## config.mk

```make
export PLATFORM = sky130hd
export DESIGN_NAME = pmrc_ctrl
export DESIGN_NICKNAME = d
export VERILOG_FILES = /design/src/rtl/pmrc_pkg.sv /design/src/rtl/pmrc_mc_timer.sv /design/src/rtl/pmrc_ctrl.sv
export SDC_FILE = /design/constraint.sdc
export NUM_CORES = 1
export LEC_CHECK = 0
export ABC_AREA = 1
export ABC_CLOCK_PERIOD_IN_PS = 1500
export BUFFER_PORTS_ARGS = -buffer_cell sky130_fd_sc_hd__buf_2
export CELL_PAD_IN_SITES_DETAIL_PLACEMENT = 2
export CELL_PAD_IN_SITES_GLOBAL_PLACEMENT = 2
export CORE_ASPECT_RATIO = 1.5
export CORE_MARGIN = 1
export CORE_UTILIZATION = 26
export DETAILED_ROUTE_END_ITERATION = 8
export GPL_ROUTABILITY_DRIVEN = 0
export HOLD_SLACK_MARGIN = 0.05
export PLACE_DENSITY = 0.79
export SYNTH_ARGS = -nofsm -noshare
export SYNTH_HDL_FRONTEND = slang
export SYNTH_SLANG_ARGS = --single-unit
export TNS_END_PERCENT = 50
```

## constraint.sdc

```tcl
create_clock -name clk -period 1.5 [get_ports clk]
set_input_delay 0.15 -clock clk [delete_from_list [all_inputs] [get_ports clk]]
set_output_delay 0.15 -clock clk [all_outputs]
set_load 0.02 [all_outputs]
```

## src/rtl/pmrc_pkg.sv

```systemverilog
// Constants and carrier types for the power-mode and reset control unit.
// Assumes a single 250 MHz clock standing in for the oscillator.
package pmrc_pkg;

  // ****************************************
  // Register map and fields
  // ****************************************
  localparam logic [7:0] PMRC_PCTL_ADDR      = 8'h87;
  localparam logic [7:0] PMRC_PCTL_RESET     = 8'h00;
  localparam logic [7:0] PMRC_PCTL_WMASK     = 8'hbf;
  localparam int         PMRC_BIT_IDLE       = 0;
  localparam int         PMRC_BIT_PDOWN      = 1;
  localparam int         PMRC_BIT_FLAG0      = 2;
  localparam int         PMRC_BIT_FLAG1      = 3;
  localparam int         PMRC_BIT_WLOAD      = 4;
  localparam int         PMRC_BIT_QUIET      = 5;
  localparam int         PMRC_BIT_RSVD       = 6;
  localparam int         PMRC_BIT_BAUD2      = 7;

  // ****************************************
  // Timing
  // ****************************************
  localparam int         PMRC_OSC_PER_MC     = 12;
  localparam int         PMRC_CLK_PER_MC     = PMRC_OSC_PER_MC;
  localparam logic [3:0] PMRC_MC_LAST        = 4'(PMRC_CLK_PER_MC - 1);
  localparam logic [1:0] PMRC_RST_HIGH_MC    = 2'h2;
  localparam logic [1:0] PMRC_WDOG_PULSE_MC  = 2'h3;

  // Operating modes
  typedef enum logic [1:0]
  {
    PMRC_RUN   = 2'b00,
    PMRC_IDLE  = 2'b01,
    PMRC_PDOWN = 2'b10,
    PMRC_RESET = 2'b11
  } pmrc_mode_type;

  // Register bus request from the CPU core
  typedef struct packed
  {
    logic       wr;
    logic       rd;
    logic [7:0] addr;
    logic [7:0] wdata;
  } pmrc_sfr_req_type;

  // Controls broadcast to the peripherals
  typedef struct packed
  {
    logic cpu_halt;
    logic osc_stop;
    logic capture_timer_clear;
    logic pulse_out_reset;
    logic adc_abort;
    logic baud_doubler_bit;
    logic watchdog_run;
  } pmrc_periph_ctl_type;

endpackage : pmrc_pkg

```

## src/rtl/pmrc_mc_timer.sv

```systemverilog
// Machine-cycle divider for the power-mode and reset control unit.
// Assumes clk is the oscillator; emits one enable per twelve clocks.
`timescale 1ns/100ps
module pmrc_mc_timer
(
  input  wire logic clk,
  input  wire logic sys_rst,
  input  wire logic run,
  output logic      mc_tick
);

  logic [3:0] cnt_q;
  logic [3:0] cnt_d;

  // Count stays frozen while the oscillator is stopped
  always_comb
  begin
    cnt_d = cnt_q;
    if (run)
    begin
      cnt_d = (cnt_q == pmrc_pkg::PMRC_MC_LAST) ? 4'h0 : 4'(cnt_q + 4'h1);
    end
  end

  always_ff @(posedge clk or posedge sys_rst)
  begin
    if (sys_rst)
      cnt_q <= 4'h0;
    else
      cnt_q <= cnt_d;
  end

  // Tick on the last clock of each machine cycle
  assign mc_tick = run && (cnt_q == pmrc_pkg::PMRC_MC_LAST);

endmodule : pmrc_mc_timer

```

## src/rtl/pmrc_ctrl.sv

```systemverilog
// Power-mode and reset control: power control register, idle and
// power-down sequencing, reset pin sampling and watchdog reset pulse.
// Assumes the CPU core presents whole-byte register accesses and that
// the watchdog counter reports its own load and overflow events.
`timescale 1ns/100ps
module pmrc_ctrl
(
  input  wire logic                          clk,
  input  wire logic                          sys_rst,
  input  wire pmrc_pkg::pmrc_sfr_req_type    sfr_req,
  output logic [7:0]                         sfr_rdata,
  input  wire logic                          irq_pending,
  input  wire logic                          watchdog_enable_n_pin,
  input  wire logic                          watchdog_counter_load,
  input  wire logic                          watchdog_counter_ovf,
  input  wire logic                          ext_prog_mem,
  input  wire logic                          rst_pin_in,
  output logic                               rst_pin_out,
  output logic                               rst_pin_oe,
  output logic                               core_reset,
  input  wire logic                          ale_core,
  input  wire logic                          program_store_strobe_core,
  output logic                               ale_out,
  output logic                               program_store_strobe,
  output logic                               port_two_restore,
  output logic                               port0_float,
  output logic                               pulse_out_zero_force,
  output pmrc_pkg::pmrc_periph_ctl_type      periph_ctl,
  output pmrc_pkg::pmrc_mode_type            mode
);

  // ****************************************
  // Register decode
  // ****************************************

  // The register is byte-wide only: there is no bit-set path, so a
  // read-modify-write in the core is the only way to touch one field.
  // Accesses to any other address are passed over without an answer.

  // One address decode shared by reads and writes
  function automatic logic hit_pctl(input logic [7:0] a);
    hit_pctl = (a == pmrc_pkg::PMRC_PCTL_ADDR);
  endfunction : hit_pctl

  logic wr_hit;
  logic rd_hit;
  logic mc_tick;
  logic osc_run;

  assign wr_hit = sfr_req.wr && hit_pctl(sfr_req.addr);
  assign rd_hit = sfr_req.rd && hit_pctl(sfr_req.addr);

  // ****************************************
  // Machine-cycle enable
  // ****************************************
  pmrc_mc_timer u_mc
  (
    .clk     (clk),
    .sys_rst (sys_rst),
    .run     (osc_run),
    .mc_tick (mc_tick)
  );

  // ****************************************
  // Reset pin sampling and watchdog pulse
  // ****************************************
  logic       rst_smp_q;
  logic       rst_smp_d;
  logic [1:0] rst_hi_q;
  logic [1:0] rst_hi_d;
  logic [1:0] wd_cnt_q;
  logic [1:0] wd_cnt_d;
  logic       int_rst;

  // The pin is looked at only on the machine-cycle tick, so a glitch
  // between ticks cannot start a reset. The high-cycle count saturates
  // at two, which keeps the internal reset asserted without a break for as
  // long as the pin stays high, and drops to zero on any low sample.
  // The watchdog pulse counter is loaded on overflow at once, not on a
  // tick, so the pulse length is two whole cycles
  // plus the part cycle up to the first tick.

  // Pin seen once per machine cycle; count consecutive high cycles
  always_comb
  begin
    rst_smp_d = rst_smp_q;
    rst_hi_d  = rst_hi_q;
    wd_cnt_d  = wd_cnt_q;
    if (mc_tick)
    begin
      rst_smp_d = rst_pin_in;
      if (!rst_pin_in)
        rst_hi_d = 2'h0;
      else if (rst_hi_q != pmrc_pkg::PMRC_RST_HIGH_MC)
        rst_hi_d = 2'(rst_hi_q + 2'h1);
      if (wd_cnt_q != 2'h0)
        wd_cnt_d = 2'(wd_cnt_q - 2'h1);
    end
    // Overflow only counts while the watchdog is enabled
    if (watchdog_counter_ovf && !watchdog_enable_n_pin)
      wd_cnt_d = pmrc_pkg::PMRC_WDOG_PULSE_MC;
  end

  always_ff @(posedge clk or posedge sys_rst)
  begin
    if (sys_rst)
    begin
      rst_smp_q <= 1'b0;
      rst_hi_q  <= 2'h0;
      wd_cnt_q  <= 2'h0;
    end
    else
    begin
      rst_smp_q <= rst_smp_d;
      rst_hi_q  <= rst_hi_d;
      wd_cnt_q  <= wd_cnt_d;
    end
  end

  // Internal reset from second high cycle, or forced by the watchdog
  // even if the pin is held low externally
  assign int_rst     = (rst_hi_q == pmrc_pkg::PMRC_RST_HIGH_MC)
                       || (wd_cnt_q != 2'h0);
  assign rst_pin_out = 1'b1;
  assign rst_pin_oe  = (wd_cnt_q != 2'h0);
  // Only control state is cleared; RAM sits outside this reset
  assign core_reset  = sys_rst || int_rst;

  // ****************************************
  // Power control register and mode
  // ****************************************
  logic [7:0]              pctl_q;
  logic [7:0]              pctl_d;
  pmrc_pkg::pmrc_mode_type mode_q;
  pmrc_pkg::pmrc_mode_type mode_d;
  logic                    pd_ext_q;
  logic                    pd_ext_d;
  logic [7:0]              wval;

  // Mode walk:
  //   run   -> idle on a write of the idle bit
  //   run   -> pdown on a write of the power-down bit (wins over idle)
  //   idle  -> run on any enabled interrupt
  //   any   -> reset on internal reset, except power-down
  //   reset -> run once the internal reset has ended
  // Power-down has no exit here at all: the oscillator is stopped, so
  // nothing would be sampled; the pin network drives sys_rst instead.
  // Writes outside run mode are ignored, since the core is halted then.
  always_comb
  begin
    pctl_d   = pctl_q;
    mode_d   = mode_q;
    pd_ext_d = pd_ext_q;
    // Reserved bit keeps its old value on writes
    wval     = (sfr_req.wdata & pmrc_pkg::PMRC_PCTL_WMASK)
               | (pctl_q & ~pmrc_pkg::PMRC_PCTL_WMASK);
    if (wr_hit && mode_q == pmrc_pkg::PMRC_RUN)
    begin
      pctl_d = wval;
      // Power-down refused while the watchdog is enabled
      if (watchdog_enable_n_pin == 1'b0)
        pctl_d[pmrc_pkg::PMRC_BIT_PDOWN] = 1'b0;
    end
    // Hardware load clears the permit; wins over a software write
    if (watchdog_counter_load)
      pctl_d[pmrc_pkg::PMRC_BIT_WLOAD] = 1'b0;

    case (mode_q)
      pmrc_pkg::PMRC_RUN:
      begin
        // Mode begins after the setting write completes
        if (pctl_d[pmrc_pkg::PMRC_BIT_PDOWN])
        begin
          mode_d   = pmrc_pkg::PMRC_PDOWN;
          pd_ext_d = ext_prog_mem;
        end
        else if (pctl_d[pmrc_pkg::PMRC_BIT_IDLE])
          mode_d = pmrc_pkg::PMRC_IDLE;
      end
      pmrc_pkg::PMRC_IDLE:
      begin
        // Enabled interrupt ends idle and clears the request bit
        if (irq_pending)
        begin
          pctl_d[pmrc_pkg::PMRC_BIT_IDLE] = 1'b0;
          mode_d = pmrc_pkg::PMRC_RUN;
        end
      end
      pmrc_pkg::PMRC_PDOWN:
        mode_d = pmrc_pkg::PMRC_PDOWN;
      pmrc_pkg::PMRC_RESET:
      begin
        pctl_d = pmrc_pkg::PMRC_PCTL_RESET;
        if (!int_rst)
          mode_d = pmrc_pkg::PMRC_RUN;
      end
      default:
        mode_d = pmrc_pkg::PMRC_RUN;
    endcase

    // Reset ends idle; power-down only the pin can end, as the
    // oscillator must restart before any sampling happens
    if (int_rst && mode_q != pmrc_pkg::PMRC_PDOWN)
    begin
      mode_d = pmrc_pkg::PMRC_RESET;
      pctl_d = pmrc_pkg::PMRC_PCTL_RESET;
    end
  end

  // Power-down exits through sys_rst, driven by the pin network
  always_ff @(posedge clk or posedge sys_rst)
  begin
    if (sys_rst)
    begin
      pctl_q   <= pmrc_pkg::PMRC_PCTL_RESET;
      mode_q   <= pmrc_pkg::PMRC_RUN;
      pd_ext_q <= 1'b0;
    end
    else
    begin
      pctl_q   <= pctl_d;
      mode_q   <= mode_d;
      pd_ext_q <= pd_ext_d;
    end
  end

  // ****************************************
  // Read data
  // ****************************************
  // Read data is held until the next read hit, so the core may take it
  // any time after the cycle that follows its read request.
  logic [7:0] rdata_q;
  logic [7:0] rdata_d;

  always_comb
  begin
    rdata_d = rdata_q;
    if (rd_hit)
      rdata_d = pctl_q;
  end

  always_ff @(posedge clk or posedge sys_rst)
  begin
    if (sys_rst)
      rdata_q <= 8'h00;
    else
      rdata_q <= rdata_d;
  end

  assign sfr_rdata = rdata_q;

  // ****************************************
  // Peripheral controls and pins
  // ****************************************
  logic in_idle;
  logic in_pd;
  logic in_rst;

  assign in_idle = (mode_q == pmrc_pkg::PMRC_IDLE);
  assign in_pd   = (mode_q == pmrc_pkg::PMRC_PDOWN);
  assign in_rst  = (mode_q == pmrc_pkg::PMRC_RESET) || int_rst;
  assign mode    = mode_q;
  assign osc_run = !in_pd;

  // Other timers, serial and interrupts get no halt; idle halts the CPU, clears capture timer and pulse output, aborts the ADC
  always_comb
  begin
    periph_ctl.cpu_halt            = in_idle || in_pd;
    periph_ctl.osc_stop            = in_pd;
    periph_ctl.capture_timer_clear = in_idle;
    periph_ctl.pulse_out_reset     = in_idle;
    periph_ctl.adc_abort           = in_idle;
    periph_ctl.baud_doubler_bit    = pctl_q[pmrc_pkg::PMRC_BIT_BAUD2];
    periph_ctl.watchdog_run        = !watchdog_enable_n_pin;
  end

  // Reset outranks every mode on the strobes: a watchdog reset may land
  // while the core is still mid-cycle, and the pins must not be left
  // to the external network. Power-down pulls both low so that no
  // external memory is selected while the supply may be lowered.

  // Strobe pins: reset and idle high, power-down low
  always_comb
  begin
    if (in_rst || in_idle)
    begin
      ale_out              = 1'b1;
      program_store_strobe = 1'b1;
    end
    else if (in_pd)
    begin
      ale_out              = 1'b0;
      program_store_strobe = 1'b0;
    end
    else
    begin
      // Quiet bit holds the address strobe low instead of toggling
      ale_out              = ale_core && !pctl_q[pmrc_pkg::PMRC_BIT_QUIET];
      program_store_strobe = program_store_strobe_core;
    end
  end

  assign port0_float          = (in_idle || in_pd) && ext_prog_mem;
  assign pulse_out_zero_force = in_idle || in_pd;
  assign port_two_restore     = in_pd && pd_ext_q;

endmodule : pmrc_ctrl

```

After elaboration in Yosys (flattened, before gate mapping)
Cells that the tools add are included.
- flip-flop bits (word level): 27
- logic and storage cells: 75
- output and inout port bits: 25
- bits of input ports: 28
- add/sub/neg operators: 3
- eq/ne operators: 12
- reductions and logical operators: 27
- multiplexer cells: 23
- bitwise gates (word level): 1
- operators by type and width (kind ; count):
    2-bit two-way mux ; 10
    8-bit two-way mux ; 2
    1-bit logical AND ; 9
    8-bit == test (second input constant) ; 1
    8-bit by 7-bit OR with 8-bit output ; 1
    2-bit case mux with 4 select lines ; 1
    1-bit two-way mux ; 7
    7-bit two-way mux ; 1
    2-bit == test (second input constant) ; 3
    2-bit AND reduction ; 3
    2-bit nonzero test ; 3
    1-bit logical OR ; 5
    4-bit by 1-bit adder with 4-bit output (second input constant) ; 1
    4-bit == test (second input constant) ; 1
    4-bit two-way mux ; 1
    2-bit != test (second input constant) ; 2
    4-bit by 1-bit != test with 1-bit output (second input constant) ; 1
    4-bit nonzero test ; 1
    1-bit zero test ; 3
    3-bit by 2-bit != test with 1-bit output (second input constant) ; 1
    3-bit != test (second input constant) ; 1
    3-bit AND reduction ; 1
    3-bit nonzero test ; 1
    2-bit by 1-bit adder with 2-bit output (second input constant) ; 1
    other kinds (5) ; 5

Logic depth before layout (Yosys ltp)
Gate-level depths: netlist of the first run.
- depth in word-level cells: 8
- mapped depth: 11
- gate-level depth less buffers: 11

Hierarchy
A second synthesis of the first run with hierarchy kept.
- cells, all modules: 180
- area total of the unflattened synthesis: 1478.9 µm²
- by module, submodules not included (module ; area an instance (µm²) ; times used ; sequential area each (µm²) ; cells each):
    pmrc_ctrl ; 1271.2 ; 1 ; 525.5 ; 153
    pmrc_mc_timer ; 207.7 ; 1 ; 100.1 ; 27

Worst setup path before layout of the first run
Ideal clock, no wire load.
- kind: flip-flop to flip-flop
- from: reg mode_q[0] (netlist: mode[0])
- to: reg wd_cnt_q[1]
- arrival time: 1.497 ns
- buffers on the path: 0
- data required time: 1.373 ns
- slack: -0.125 ns
- library setup time: 0.127 ns
- clock period less this slack: 1.625 ns
- cell stages (with the launch flop): 11
- cells stage by stage: dfrtp_1 > inv_1 > ha_1 > inv_4 > nand2_4 > nor2_4 > nand2_2 > nor2_2 > inv_2 > nand2_1 > o211ai_2
- longest elaborated chain between the ends: 5
- RTL lines (what ; RTL line ; source):
    from (decl) ; pmrc_ctrl.sv:134 ; pmrc_pkg::pmrc_mode_type mode_q;
    from (signal assigned) ; pmrc_ctrl.sv:216 ; mode_q <= pmrc_pkg::PMRC_RUN;
    from (signal assigned) ; pmrc_ctrl.sv:222 ; mode_q <= mode_d;
    2-bit == test ; pmrc_ctrl.sv:260 ; assign in_pd = (mode_q == pmrc_pkg::PMRC_PDOWN);
    named net in_pd ; pmrc_ctrl.sv:256 ; logic in_pd;
    1-bit zero test ; pmrc_ctrl.sv:263 ; assign osc_run = !in_pd;
    1-bit logical AND ; pmrc_mc_timer.sv:34 ; assign mc_tick = run && (cnt_q == pmrc_pkg::PMRC_MC_LAST);
    2-bit nonzero test (no source line) ; - ;
    2-bit AND reduction (no source line) ; - ;
    to (signal assigned) ; pmrc_ctrl.sv:116 ; wd_cnt_q <= wd_cnt_d;
    to (decl) ; pmrc_ctrl.sv:71 ; logic [1:0] wd_cnt_q;
The timed path passes the listed nets, and every way through them passes these cells.
A chain may end at the register's enable or synchronous reset.

Worst setup path after layout of the first run
- from: reg mode_q[1] (netlist: mode[1])
- to: out ale_out
- longest elaborated chain between the ends: 4
- elaborated cells on any way between the ends: 7
- classes of those cells: 3 x eq/ne; 2 x mux; 2 x reduce/logical
- RTL lines (what ; RTL line ; source):
    2-bit == test ; pmrc_ctrl.sv:261 ; assign in_rst = (mode_q == pmrc_pkg::PMRC_RESET) || int_rst;
    1-bit logical OR ; pmrc_ctrl.sv:261 ;
    1-bit logical OR ; pmrc_ctrl.sv:285 ; if (in_rst || in_idle)
    1-bit two-way mux (*) ; pmrc_ctrl.sv:285 ;
    to (decl) ; pmrc_ctrl.sv:23 ; output logic ale_out,
Mark *: on every way between the ends. The rest lies on a longest branch, timed or not.

==> run_results.csv, run 1 <==
group,metric,value,unit
status,violations,"setup timing",
finish,drive_gt1_frac,0.5436,
critical_path,crit_path_end_kind,"output port",
clock_network,cts_buffers,3,
clock_network,clk_pin_slew_worst_paths,0.09,ns
critical_path,cp.depth,6,
floorplan,io_pins,53,
pwr,p_sw_frac,0.4225,
worst_hold_path,hold_path.class,"in2reg",
critical_path,worstPathArrival,1.56,ns
global_route,grt_start_max_net_pins,26,
critical_path,cp_slowest_cell,"dfrtp_1",
pwr,pwr-share-comb,0.489,
yosys,synth.distinct_cells,32,
clock_network,clock_tree.root_cell,"clkbuf_8",
sta,rsz0062_at_grt,"true",
yosys,syn_inst,176,
sta,slew_viol_final,0,
sta,skew,0.005453,ns
pwr,netSwitchingPower,1.111,mW
sta,finalCritPeriodShare,1.140,
global_route,grt_pass1_vias,1535,
sta,hold_violations,0,
floorplan,die_h,96.73,um
detailed_routing,routedWlPerCell,14.48,um
finish,area_delta_synth_final,40.63,%
pwr,intPower,1.518,mW
clock_network,clock_latency,0.28,ns
pwr,cellPowerDensity,1202,mW/mm2
placed_design,dp.cells,296,
global_route,antenna_found_initial,0,
floorplan,die_x,65.15,um
global_route,grt_usage,0.1434,
finish,finish.net_count,277,
detailed_routing,wl,4532,um
pwr,p_seq_frac,0.346,
detailed_routing,dr.pass1.iters,3,
pwr,p_clk_frac,0.165,
floorplan,die_area,0.006302,mm2
pwr,p_leak,1.157,nW
clock_network,cts_tree,"yes",
critical_path,startpoint_type,"flip-flop",
floorplan,start_util,0.2688,
detailed_routing,antenna_left,0,
sta,fmax,584.8,MHz
yosys,synth_top_area_cell,"dfrtp_1",
detailed_routing,drt_iter0_markers,29,
yosys,syn_area,0.001555,mm2
sta,min_period,1.710,ns
detailed_routing,vias_per_cell,4.460,
placed_design,hpwl,3324,um
yosys,syn-num-nets,211,
critical_path,max_stage_delay,0.43,ns
sta,timing.final.ws_setup,-0.2100,ns
sta,fin_setup_tns,-0.9794,ns
floorplan,coreArea,0.005786,mm2
yosys,yosysTopAreaCellShare,0.4023,
floorplan,fp-row-count,34,
yosys,synth_area_per_cell,8.837,um2
critical_path,path_cells,"inv_2 > ha_4 > nor4_4 > buf_4 > nand2_2 > buf_6",
job,maxCapViolCount,0,
detailed_routing,vias,1396,
critical_path,critPathTopFamily,"flip-flops",
clock_network,cts.sinks,25,
critical_path,crit_path_max_fanout,4,
yosys,yosys_warnings,0,
clock_network,htreeDepth,1,
yosys,synth_area_leaders,"dfrtp_1 (40%), nand2_1 (8.0%), mux2_4 (6.8%)",
detailed_routing,drc,0,
yosys,synth-seq-cells,25,
critical_path,cp.buffers_inverters,3,
critical_path,critPathRequiredTime,1.35,ns
global_route,gr-total-overflow,0,
clock_network,clk_path_buf_depth,2,
placed_design,port_buffers,49,
global_route,grt_pass1_wl,7086,um
worst_hold_path,worstHoldPathCells,3,
finish,instances_no_fill,313,
status,status,"complete, but fails checks",
finish,antenna_cells,0,
pwr,irDropWorstVdd,460.2,uV
critical_path,crit_type,"reg2out",
yosys,ys_seq_area_frac,0.4023,
critical_path,rr_worst_depth,11,
sta,setup_viol,13,
[power groups by stage]
| stage | Sequential (mW) | Combinational [mW] | Clock [mW] |
|---|---|---|---|
| final | 0.910 | 1.29 | 0.433 |
| after floorplan | 0.899 | 0.742 | 0 |
| after CTS | 0.904 | 1.12 | 0.456 |
| after global routing | 0.925 | 1.41 | 0.468 |
| after detailed placement | 0.912 | 1.01 | 0 |
| after global placement | 0.902 | 0.956 | 0 |
[synth_stat cells (all sizes together)]
library cell  count
o22ai             1
mux2              7
nor4              1
o211ai            2
xor2              1
nand3            10
dfrtp            25
nor2             15
conb              2
o21ai            10
a21boi            1
nand4             3
nand2            43
a21oi             9
inv              29
ha                7
clkinv            1
buf               9
[metrics by stage]
stage | hold WS (ns) | instance area [um2] | util | setup WS (ns) | total power [mW]
finish | 0.1170 | 2187 | 0.3780 | -0.2100 | 2.629
global placement | 0.2790 | 1889 | 0.3266 | 0.008985 | 1.858
detailed placement | 0.2978 | 1889 | 0.3266 | -0.01604 | 1.922
floorplan | 0.1857 | 1559 | - | -0.01354 | 1.641
global route | 0.1341 | 2187 | 0.3780 | -0.2762 | 2.804
CTS | 0.1206 | 2059 | 0.3560 | -0.2318 | 2.482
[cells in the final DEF, fill, tap and decap left out, types with 2 or more instances in the layout]
| cell type | n |
|---|---|
| ha_1 | 2 |
| nand4_1 | 2 |
| inv_2 | 7 |
| a21oi_1 | 7 |
| o21ai_1 | 3 |
| o21ai_2 | 5 |
| conb_1 | 2 |
| nor2_1 | 7 |
| nor2_4 | 6 |
| inv_4 | 2 |
| buf_4 | 20 |
| nand2_4 | 4 |
| ha_2 | 3 |
| o21ai_0 | 2 |
| mux2_4 | 7 |
| dfrtp_1 | 24 |
| ha_4 | 2 |
| inv_1 | 20 |
| nand2_2 | 9 |
| buf_6 | 6 |
| nand2_1 | 30 |
| nand3_1 | 7 |
| nand3_2 | 3 |
| clkbuf_8 | 3 |
| buf_2 | 43 |
[worst min-delay path, stage by stage]
cell	delay (ns)
buf_2	0.07
nand2_1	0.07
o211ai_2	0.07
[state kept, by name, summed over array words and instances (netlist names)]
register,cells
rst_hi_q,2
pctl_q,7
u_mc.cnt_q,4
pd_ext_q,1
wd_cnt_q,2
sfr_rdata,7
mode,2
[layout make-up]
type / instances / area, um2
multi-input cells: 112 / 855.8
clock inverters: 1 / 7.507
inverters: 30 / 122.6
fillers: 696 / 3598
flip-flops and latches: 25 / 626.9
clock buffers: 3 / 41.29
repair buffers: 70 / 442.9
well taps: 72 / 90.09
[cells by family after synthesis]
kind of cell | after synthesis | share of synthesized area
compound gates | 23 | 0.09654
xor+xnor | 1 | 0.005633
fa+ha+maj | 7 | 0.05631
buf+inv | 39 | 0.1158
flops | 25 | 0.4023
mux | 7 | 0.06758
other cells | 2 | 0.004829
simple gates | 72 | 0.2510
[worst paths after layout]
path | from | to | slack (ns)
setup / recovery | mode[1] | ale_out | -0.21
hold / removal | watchdog_counter_ovf | wd_cnt_q[1] | 0.12
setup reg to reg | mode[0] | mode[1] | -0.14
hold reg to reg | pd_ext_q | pd_ext_q | 0.51
max in group asynchronous | sys_rst | mode[0] | 0.69
min in group asynchronous | sys_rst | pctl_q[5] | 0.53
[routing by layer]
metal,up-vias,part of all wire,track usage
met5,-,0,0
met4,0,0.019,0.04013
met3,9,0.028,0.01179
met2,29,0.61,0.2893
met1,685,0.34,0.1489
li1,673,-,-
[timing repair]
item	CTS	global route
gates cloned	0	0
setup buffers	5	7
hold buffers	1	0
pin swaps	7	7
setup endpoints to repair	13	22
endpoints found under the hold margin	25	0
gates resized for setup	23	23
No activity file was read; power rests on OpenSTA's default activity.
==> run 2, diff against run 1 <==
ABC_AREA = unset   (was 1)
CORE_ASPECT_RATIO = 0.75   (was 1.5)
PLACE_DENSITY = 0.77   (was 0.79)
==> run_results.csv, run 2 <==
group,metric,value,unit
critical_path,path_cells,"inv_2 > ha_4 > buf_4 > nor2b_4 > buf_6 > o22ai_1 > a21oi_1 > a32oi_1",
finish,instances_no_fill,293,
critical_path,critPathRequiredTime,1.70,ns
yosys,synth_area_leaders,"dfrtp_1 (43%), ha_1 (6.0%), mux2_1 (5.4%)",
detailed_routing,wl,5230,um
yosys,yosys_warnings,0,
sta,min_period,1.669,ns
clock_network,cts_tree,"yes",
clock_network,clk_path_buf_depth,2,
sta,rsz0062_at_grt,"true",
yosys,ys_seq_area_frac,0.4252,
placed_design,dp_slack,-0.1964,ns
floorplan,fp-row-count,23,
status,violations,"setup timing",
sta,skew,0.002521,ns
sta,slew_viol_final,0,
global_route,grt_pass1_vias,1475,
finish,mostFrequentLayoutCells,"buf_2 (41), buf_4 (26), dfrtp_1 (23), buf_6 (11), inv_1 (9)",
yosys,synth.top_cells.by_count,"dfrtp_1 (25), inv_1 (14), nor2_1 (9)",
detailed_routing,dr_wl_met2,2521,um
clock_network,htreeDepth,1,
floorplan,die_area,0.005967,mm2
finish,area_delta_synth_final,56.63,%
sta,timing.final.ws_setup,-0.1695,ns
status,status,"complete, but fails checks",
clock_network,cts.sinks,25,
critical_path,cp.buffers_inverters,3,
clock_network,clock_tree.root_cell,"clkbuf_8",
yosys,synthArstFlopShare,1.000,
job,maxCapViolCount,0,
detailed_routing,antenna_left,0,
detailed_routing,wl_met1,2424,um
yosys,synth_ff_type,"dfrtp_1",
pwr,irDropWorstVdd,460.8,uV
critical_path,startpoint_type,"flip-flop",
yosys,synth_top_area_cell,"dfrtp_1",
critical_path,crit_type,"reg2reg",
global_route,grt_pass1_wl,7714,um
detailed_routing,drt_iter0_markers,37,
yosys,yosysTopAreaCellShare,0.4252,
pwr,cellPowerDensity,960.8,mW/mm2
worst_hold_path,hold_path.class,"in2reg",
pwr,total_power,2.214,mW
finish,antenna_cells,0,
finish,layout_commonest_cell,"buf_2",
finish,fillers,605,
detailed_routing,highest_layer,"met4",
detailed_routing,drc,0,
critical_path,crit_path_max_fanout,2,
finish,finish.net_count,254,
sta,finalCritPeriodShare,1.113,
critical_path,critPathTopFamily,"compound AO/OA/AOI/OAI gates",
yosys,syn_area,0.001471,mm2
global_route,grt_start_max_net_pins,26,
floorplan,start_util,0.2720,
global_route,antenna_found_initial,0,
yosys,syn-num-nets,179,
critical_path,crit_path_end_kind,"flip-flop",
pwr,p_leak,1.105,nW
sta,setup_viol,16,
critical_path,cp_slowest_cell,"dfrtp_1",
yosys,synth-seq-cells,25,
critical_path,max_stage_delay,0.39,ns
floorplan,io_pins,53,
yosys,synth_enable_flop_cells,0,
critical_path,worstPathArrival,1.87,ns
yosys,synth.most_common_cell,"dfrtp_1",
detailed_routing,vias,1339,
placed_design,port_buffers,49,
clock_network,clock_latency,0.29,ns
detailed_routing,dr.pass1.iters,4,
yosys,syn_inst,144,
global_route,grt_usage,0.1762,
floorplan,die_x,88.87,um
sta,fmax,599.0,MHz
detailed_routing,routedWlPerCell,17.85,um
yosys,synth_area_per_cell,10.22,um2
global_route,gr-total-overflow,0,
clock_network,clk_pin_slew_worst_paths,0.10,ns
detailed_routing,vias_per_cell,4.570,
yosys,synth.distinct_cells,44,
floorplan,die_h,67.15,um
placed_design,dp.cells,281,
placed_design,hpwl,3152,um
sta,hold_violations,0,
floorplan,coreArea,0.005410,mm2
sta,fin_setup_tns,-1.369,ns
detailed_routing,met3_wirelength,192,um
clock_network,cts_buffers,3,
finish,drive_gt1_frac,0.5688,
## run 2: cell types whose count changed after synthesis, sizes merged, moves of 3 or more
cell and delta:
nand3 -7, clkbuf +3, a21oi -5, mux2i +6, nor3 +5, and2 +4, nor2b +3, nor2 -6
nand2 -38, inv -15
## run 2: cell families after synthesis
| kind of cell | Yosys count | share of synthesized area |
|---|---|---|
| AOI/OAI and AO/OA | 25 | 0.1140 |
| xor gates and xnor gates | 1 | 0.005953 |
| adders and majority gates | 7 | 0.05952 |
| buffers and inverters | 25 | 0.08418 |
| DFF | 25 | 0.4252 |
| muxes | 15 | 0.1122 |
| other | 2 | 0.005104 |
| and+or+nand+nor | 44 | 0.1939 |
## run 2: worst paths after layout
path	start	end	slack (ns)	cells after the start
max in group asynchronous	sys_rst	mode[0]	0.67	4
hold / removal	watchdog_counter_ovf	wd_cnt_q[0]	0.11	3
min in group asynchronous	sys_rst	u_mc.cnt_q[3]	0.54	4
hold reg to reg	sfr_rdata[4]	sfr_rdata[4]	0.50	1
setup / recovery	wd_cnt_q[0]	mode[1]	-0.17	8
setup reg to reg	wd_cnt_q[0]	mode[1]	-0.17	8
## run 2: layout make-up
class,instances,area (um2),area share
flip-flops and latches,25,628.1,0.2725
multi-input cells,94,919.6,0.3990
inverters,14,55.05,0.02389
clock buffers,3,41.29,0.01792
clock inverters,1,7.507,0.003257
repair buffers,81,559.3,0.2427
well taps,75,93.84,0.04072
## run 2: where the power goes
| group | total [mW] | switching, mW | leakage [nW] | internal (mW) |
|---|---|---|---|---|
| clock network | 0.448 | 0.258 | 0.0217 | 0.190 |
| registers | 0.860 | 0.0900 | 0.317 | 0.770 |
| logic | 0.907 | 0.453 | 0.766 | 0.454 |
| total | 2.21 | 0.801 | 1.11 | 1.41 |
## run 2: what timing repair did
item,4_1_cts,5_1_grt
buffers inserted,4,3
endpoints found under the hold margin,26,0
resized for setup,29,34
hold buffers,2,0
pin swaps,3,4
setup endpoints to repair,14,23
## run 2: tightest hold or removal path, stage by stage
cell,delay (ns)
buf_2,0.07
nand2_1,0.07
nand3_2,0.07
## run 2: metal layers
| metal | up-vias | GRT usage |
|---|---|---|
| li1 | 640 | - |
| met1 | 656 | 0.2369 |
| met2 | 36 | 0.3000 |
| met3 | 7 | 0.01100 |
| met4 | 0 | 0.06653 |
| met5 | - | 0 |
## run 2: per-stage QoR
step	utilization	instance area (um2)	hold WS, ns
floorplan	-	1496	0.1855
global placement	0.3592	1943	0.2434
detailed placement	0.3592	1943	0.2583
CTS	0.4003	2166	0.1154
global route	0.4260	2305	0.1310
finish	0.4260	2305	0.1115
==> run 3, diff against run 2 <==
CORE_ASPECT_RATIO = 1.2   (was 0.75)
==> run_results.csv, run 3 (synthesis results as in run 2) <==
group,metric,value,unit
worst_hold_path,hold_end,"pctl_q[2]",
critical_path,critPathTopFamily,"simple AND/OR/NAND/NOR gates",
finish,antenna_cells,0,
critical_path,rr_endpoint,"rst_hi_q[1]",
finish,mostFrequentLayoutCells,"buf_2 (41), buf_4 (28), dfrtp_1 (23), buf_6 (16), inv_1 (9)",
sta,hold_violations,0,
critical_path,reg2reg_from,"mode[1]",
critical_path,crit_type,"reg2reg",
sta,finalCritPeriodShare,1.115,
global_route,grt_start_max_net_pins,26,
worst_hold_path,worstHoldPathCells,3,
status,status,"complete, but fails checks",
sta,setup_viol,18,
finish,final_util,0.4331,
clock_network,clock_latency,0.28,ns
finish,finish.net_count,260,
detailed_routing,dr.pass1.iters,7,
critical_path,worstPathArrival,1.88,ns
pwr,netSwitchingPower,765.0,uW
placed_design,port_buffers,49,
sta,fmax,597.7,MHz
critical_path,crit_path_end_kind,"flip-flop",
finish,area_delta_synth_final,58.08,%
global_route,grt_pass1_wl,7479,um
placed_design,hpwl,3491,um
detailed_routing,vias,1355,
critical_path,cp.buffers_inverters,1,
finish,drive_gt1_frac,0.5848,
critical_path,max_stage_delay,0.54,ns
clock_network,clk_path_buf_depth,2,
floorplan,die_x,70.68,um
pwr,p_clk_frac,0.196,
floorplan,die_area,0.005966,mm2
critical_path,startpoint_type,"flip-flop",
sta,timing.final.ws_setup,-0.1730,ns
clock_network,clock_tree.root_cell,"clkbuf_8",
placed_design,dp.cells,269,
worst_hold_path,worstHoldStart,"sfr_req[2]",
critical_path,path_cells,"ha_4 > buf_6 > nand4bb_4 > or4b_4 > o21ai_2",
clock_network,cts_buffers,3,
floorplan,start_util,0.2740,
finish,layout_commonest_cell,"buf_2",
global_route,gr-total-overflow,0,
detailed_routing,antenna_left,0,
clock_network,htreeDepth,1,
detailed_routing,wl,4887,um
pwr,intPower,1.425,mW
pwr,pwr-share-comb,0.410,
critical_path,critPathRequiredTime,1.71,ns
sta,slew_viol_final,0,
critical_path,crit_path_max_fanout,5,
sta,min_period,1.673,ns
global_route,grt_pass1_vias,1511,
floorplan,coreArea,0.005370,mm2
clock_network,cts_tree,"yes",
floorplan,fp-row-count,29,
clock_network,cts.sinks,25,
pwr,total_power,2.190,mW
clock_network,clk_pin_slew_worst_paths,0.10,ns
pwr,p_leak,1.140,nW
pwr,p_sw_frac,0.3493,
critical_path,rr_worst_depth,5,
floorplan,die_h,84.41,um
critical_path,reg2reg_slack,-0.17,ns
critical_path,cp_slowest_cell,"or4b_4",
pwr,p_seq_frac,0.393,
global_route,grt_usage,0.1639,
pwr,cellPowerDensity,941.6,mW/mm2
pwr,irDropWorstVdd,524.6,uV
detailed_routing,drt_iter0_markers,21,
status,violations,"DRC, setup timing",
finish,fillers,579,
detailed_routing,vias_per_cell,4.738,
detailed_routing,drc,6,
job,maxCapViolCount,0,
worst_hold_path,hold_path.class,"in2reg",
floorplan,io_pins,53,
finish,instances_no_fill,286,
sta,rsz0062_at_grt,"true",
global_route,antenna_found_initial,0,
detailed_routing,routedWlPerCell,17.09,um
sta,skew,0.006909,ns
==> run 3: repair_timing <==
| action | 4_1_cts | 5_1_grt |
|---|---|---|
| hold buffers | 2 | 0 |
| setup endpoints to repair | 17 | 27 |
| resized for setup | 31 | 32 |
| buffers inserted | 7 | 4 |
| endpoints found under the hold margin | 26 | 0 |
| pin swaps | 6 | 5 |
==> run 3: metal layers <==
metal | global-route usage | share of wire | vias up
li1 | - | - | 650
met1 | 0.1725 | 0.38 | 675
met2 | 0.3433 | 0.59 | 26
met3 | 0.008403 | 0.017 | 4
met4 | 0.04364 | 0.013 | 0
met5 | 0 | 0 | -
==> run 3: worst max-delay path by stage <==
stage                             end  slack [ns]  cells after the start        start
after floorplan           rst_hi_q[1]       -0.07                      6      mode[0]
after global placement       pd_ext_q       -0.18                      5  sfr_req[13]
after detailed placement     pd_ext_q       -0.21                      5  sfr_req[13]
after CTS                     ale_out       -0.20                      6      mode[1]
after global routing          ale_out       -0.23                      7  rst_hi_q[0]
final                     rst_hi_q[1]       -0.17                      5      mode[1]
==> run 3: per-stage QoR <==
stage / setup WS [ns] / hold WS, ns / cell area [um2] / setup TNS, ns
finish: -0.1730 / 0.1077 / 2326 / -1.526
global route: -0.2263 / 0.1361 / 2326 / -2.965
CTS: -0.1976 / 0.1113 / 2186 / -1.107
detailed placement: -0.2149 / 0.2596 / 1934 / -0.8296
global placement: -0.1842 / 0.2580 / 1934 / -0.4158
floorplan: -0.06508 / 0.1855 / 1496 / -0.1332
==> run 3: tightest hold or removal path: cells and delay by family <==
family | cells | cell delay (ns)
buffers and inverters | 1 | 0.07
multiplexers | 1 | 0.05
AND/OR/NAND/NOR | 1 | 0.08
==> run 3: layout make-up <==
| cell class | count | area (um2) | area share |
|---|---|---|---|
| clock inverter | 1 | 7.507 | 0.003228 |
| timing repair buffer | 87 | 615.6 | 0.2647 |
| clock buffer | 3 | 41.29 | 0.01775 |
| sequential | 25 | 628.1 | 0.2700 |
| multi-input combinational | 94 | 903.4 | 0.3884 |
| inverter | 14 | 52.55 | 0.02259 |
| tap | 62 | 77.57 | 0.03335 |
==> run 3: power groups by stage <==
stage / combinational [mW] / sequential [mW] / clock, mW
6_report: 0.898 / 0.862 / 0.430
5_1_grt: 0.974 / 0.871 / 0.460
4_1_cts: 0.832 / 0.856 / 0.437
3_5_place_dp: 0.639 / 0.854 / 0
3_3_place_gp: 0.592 / 0.844 / 0
2_1_floorplan: 0.385 / 0.845 / 0
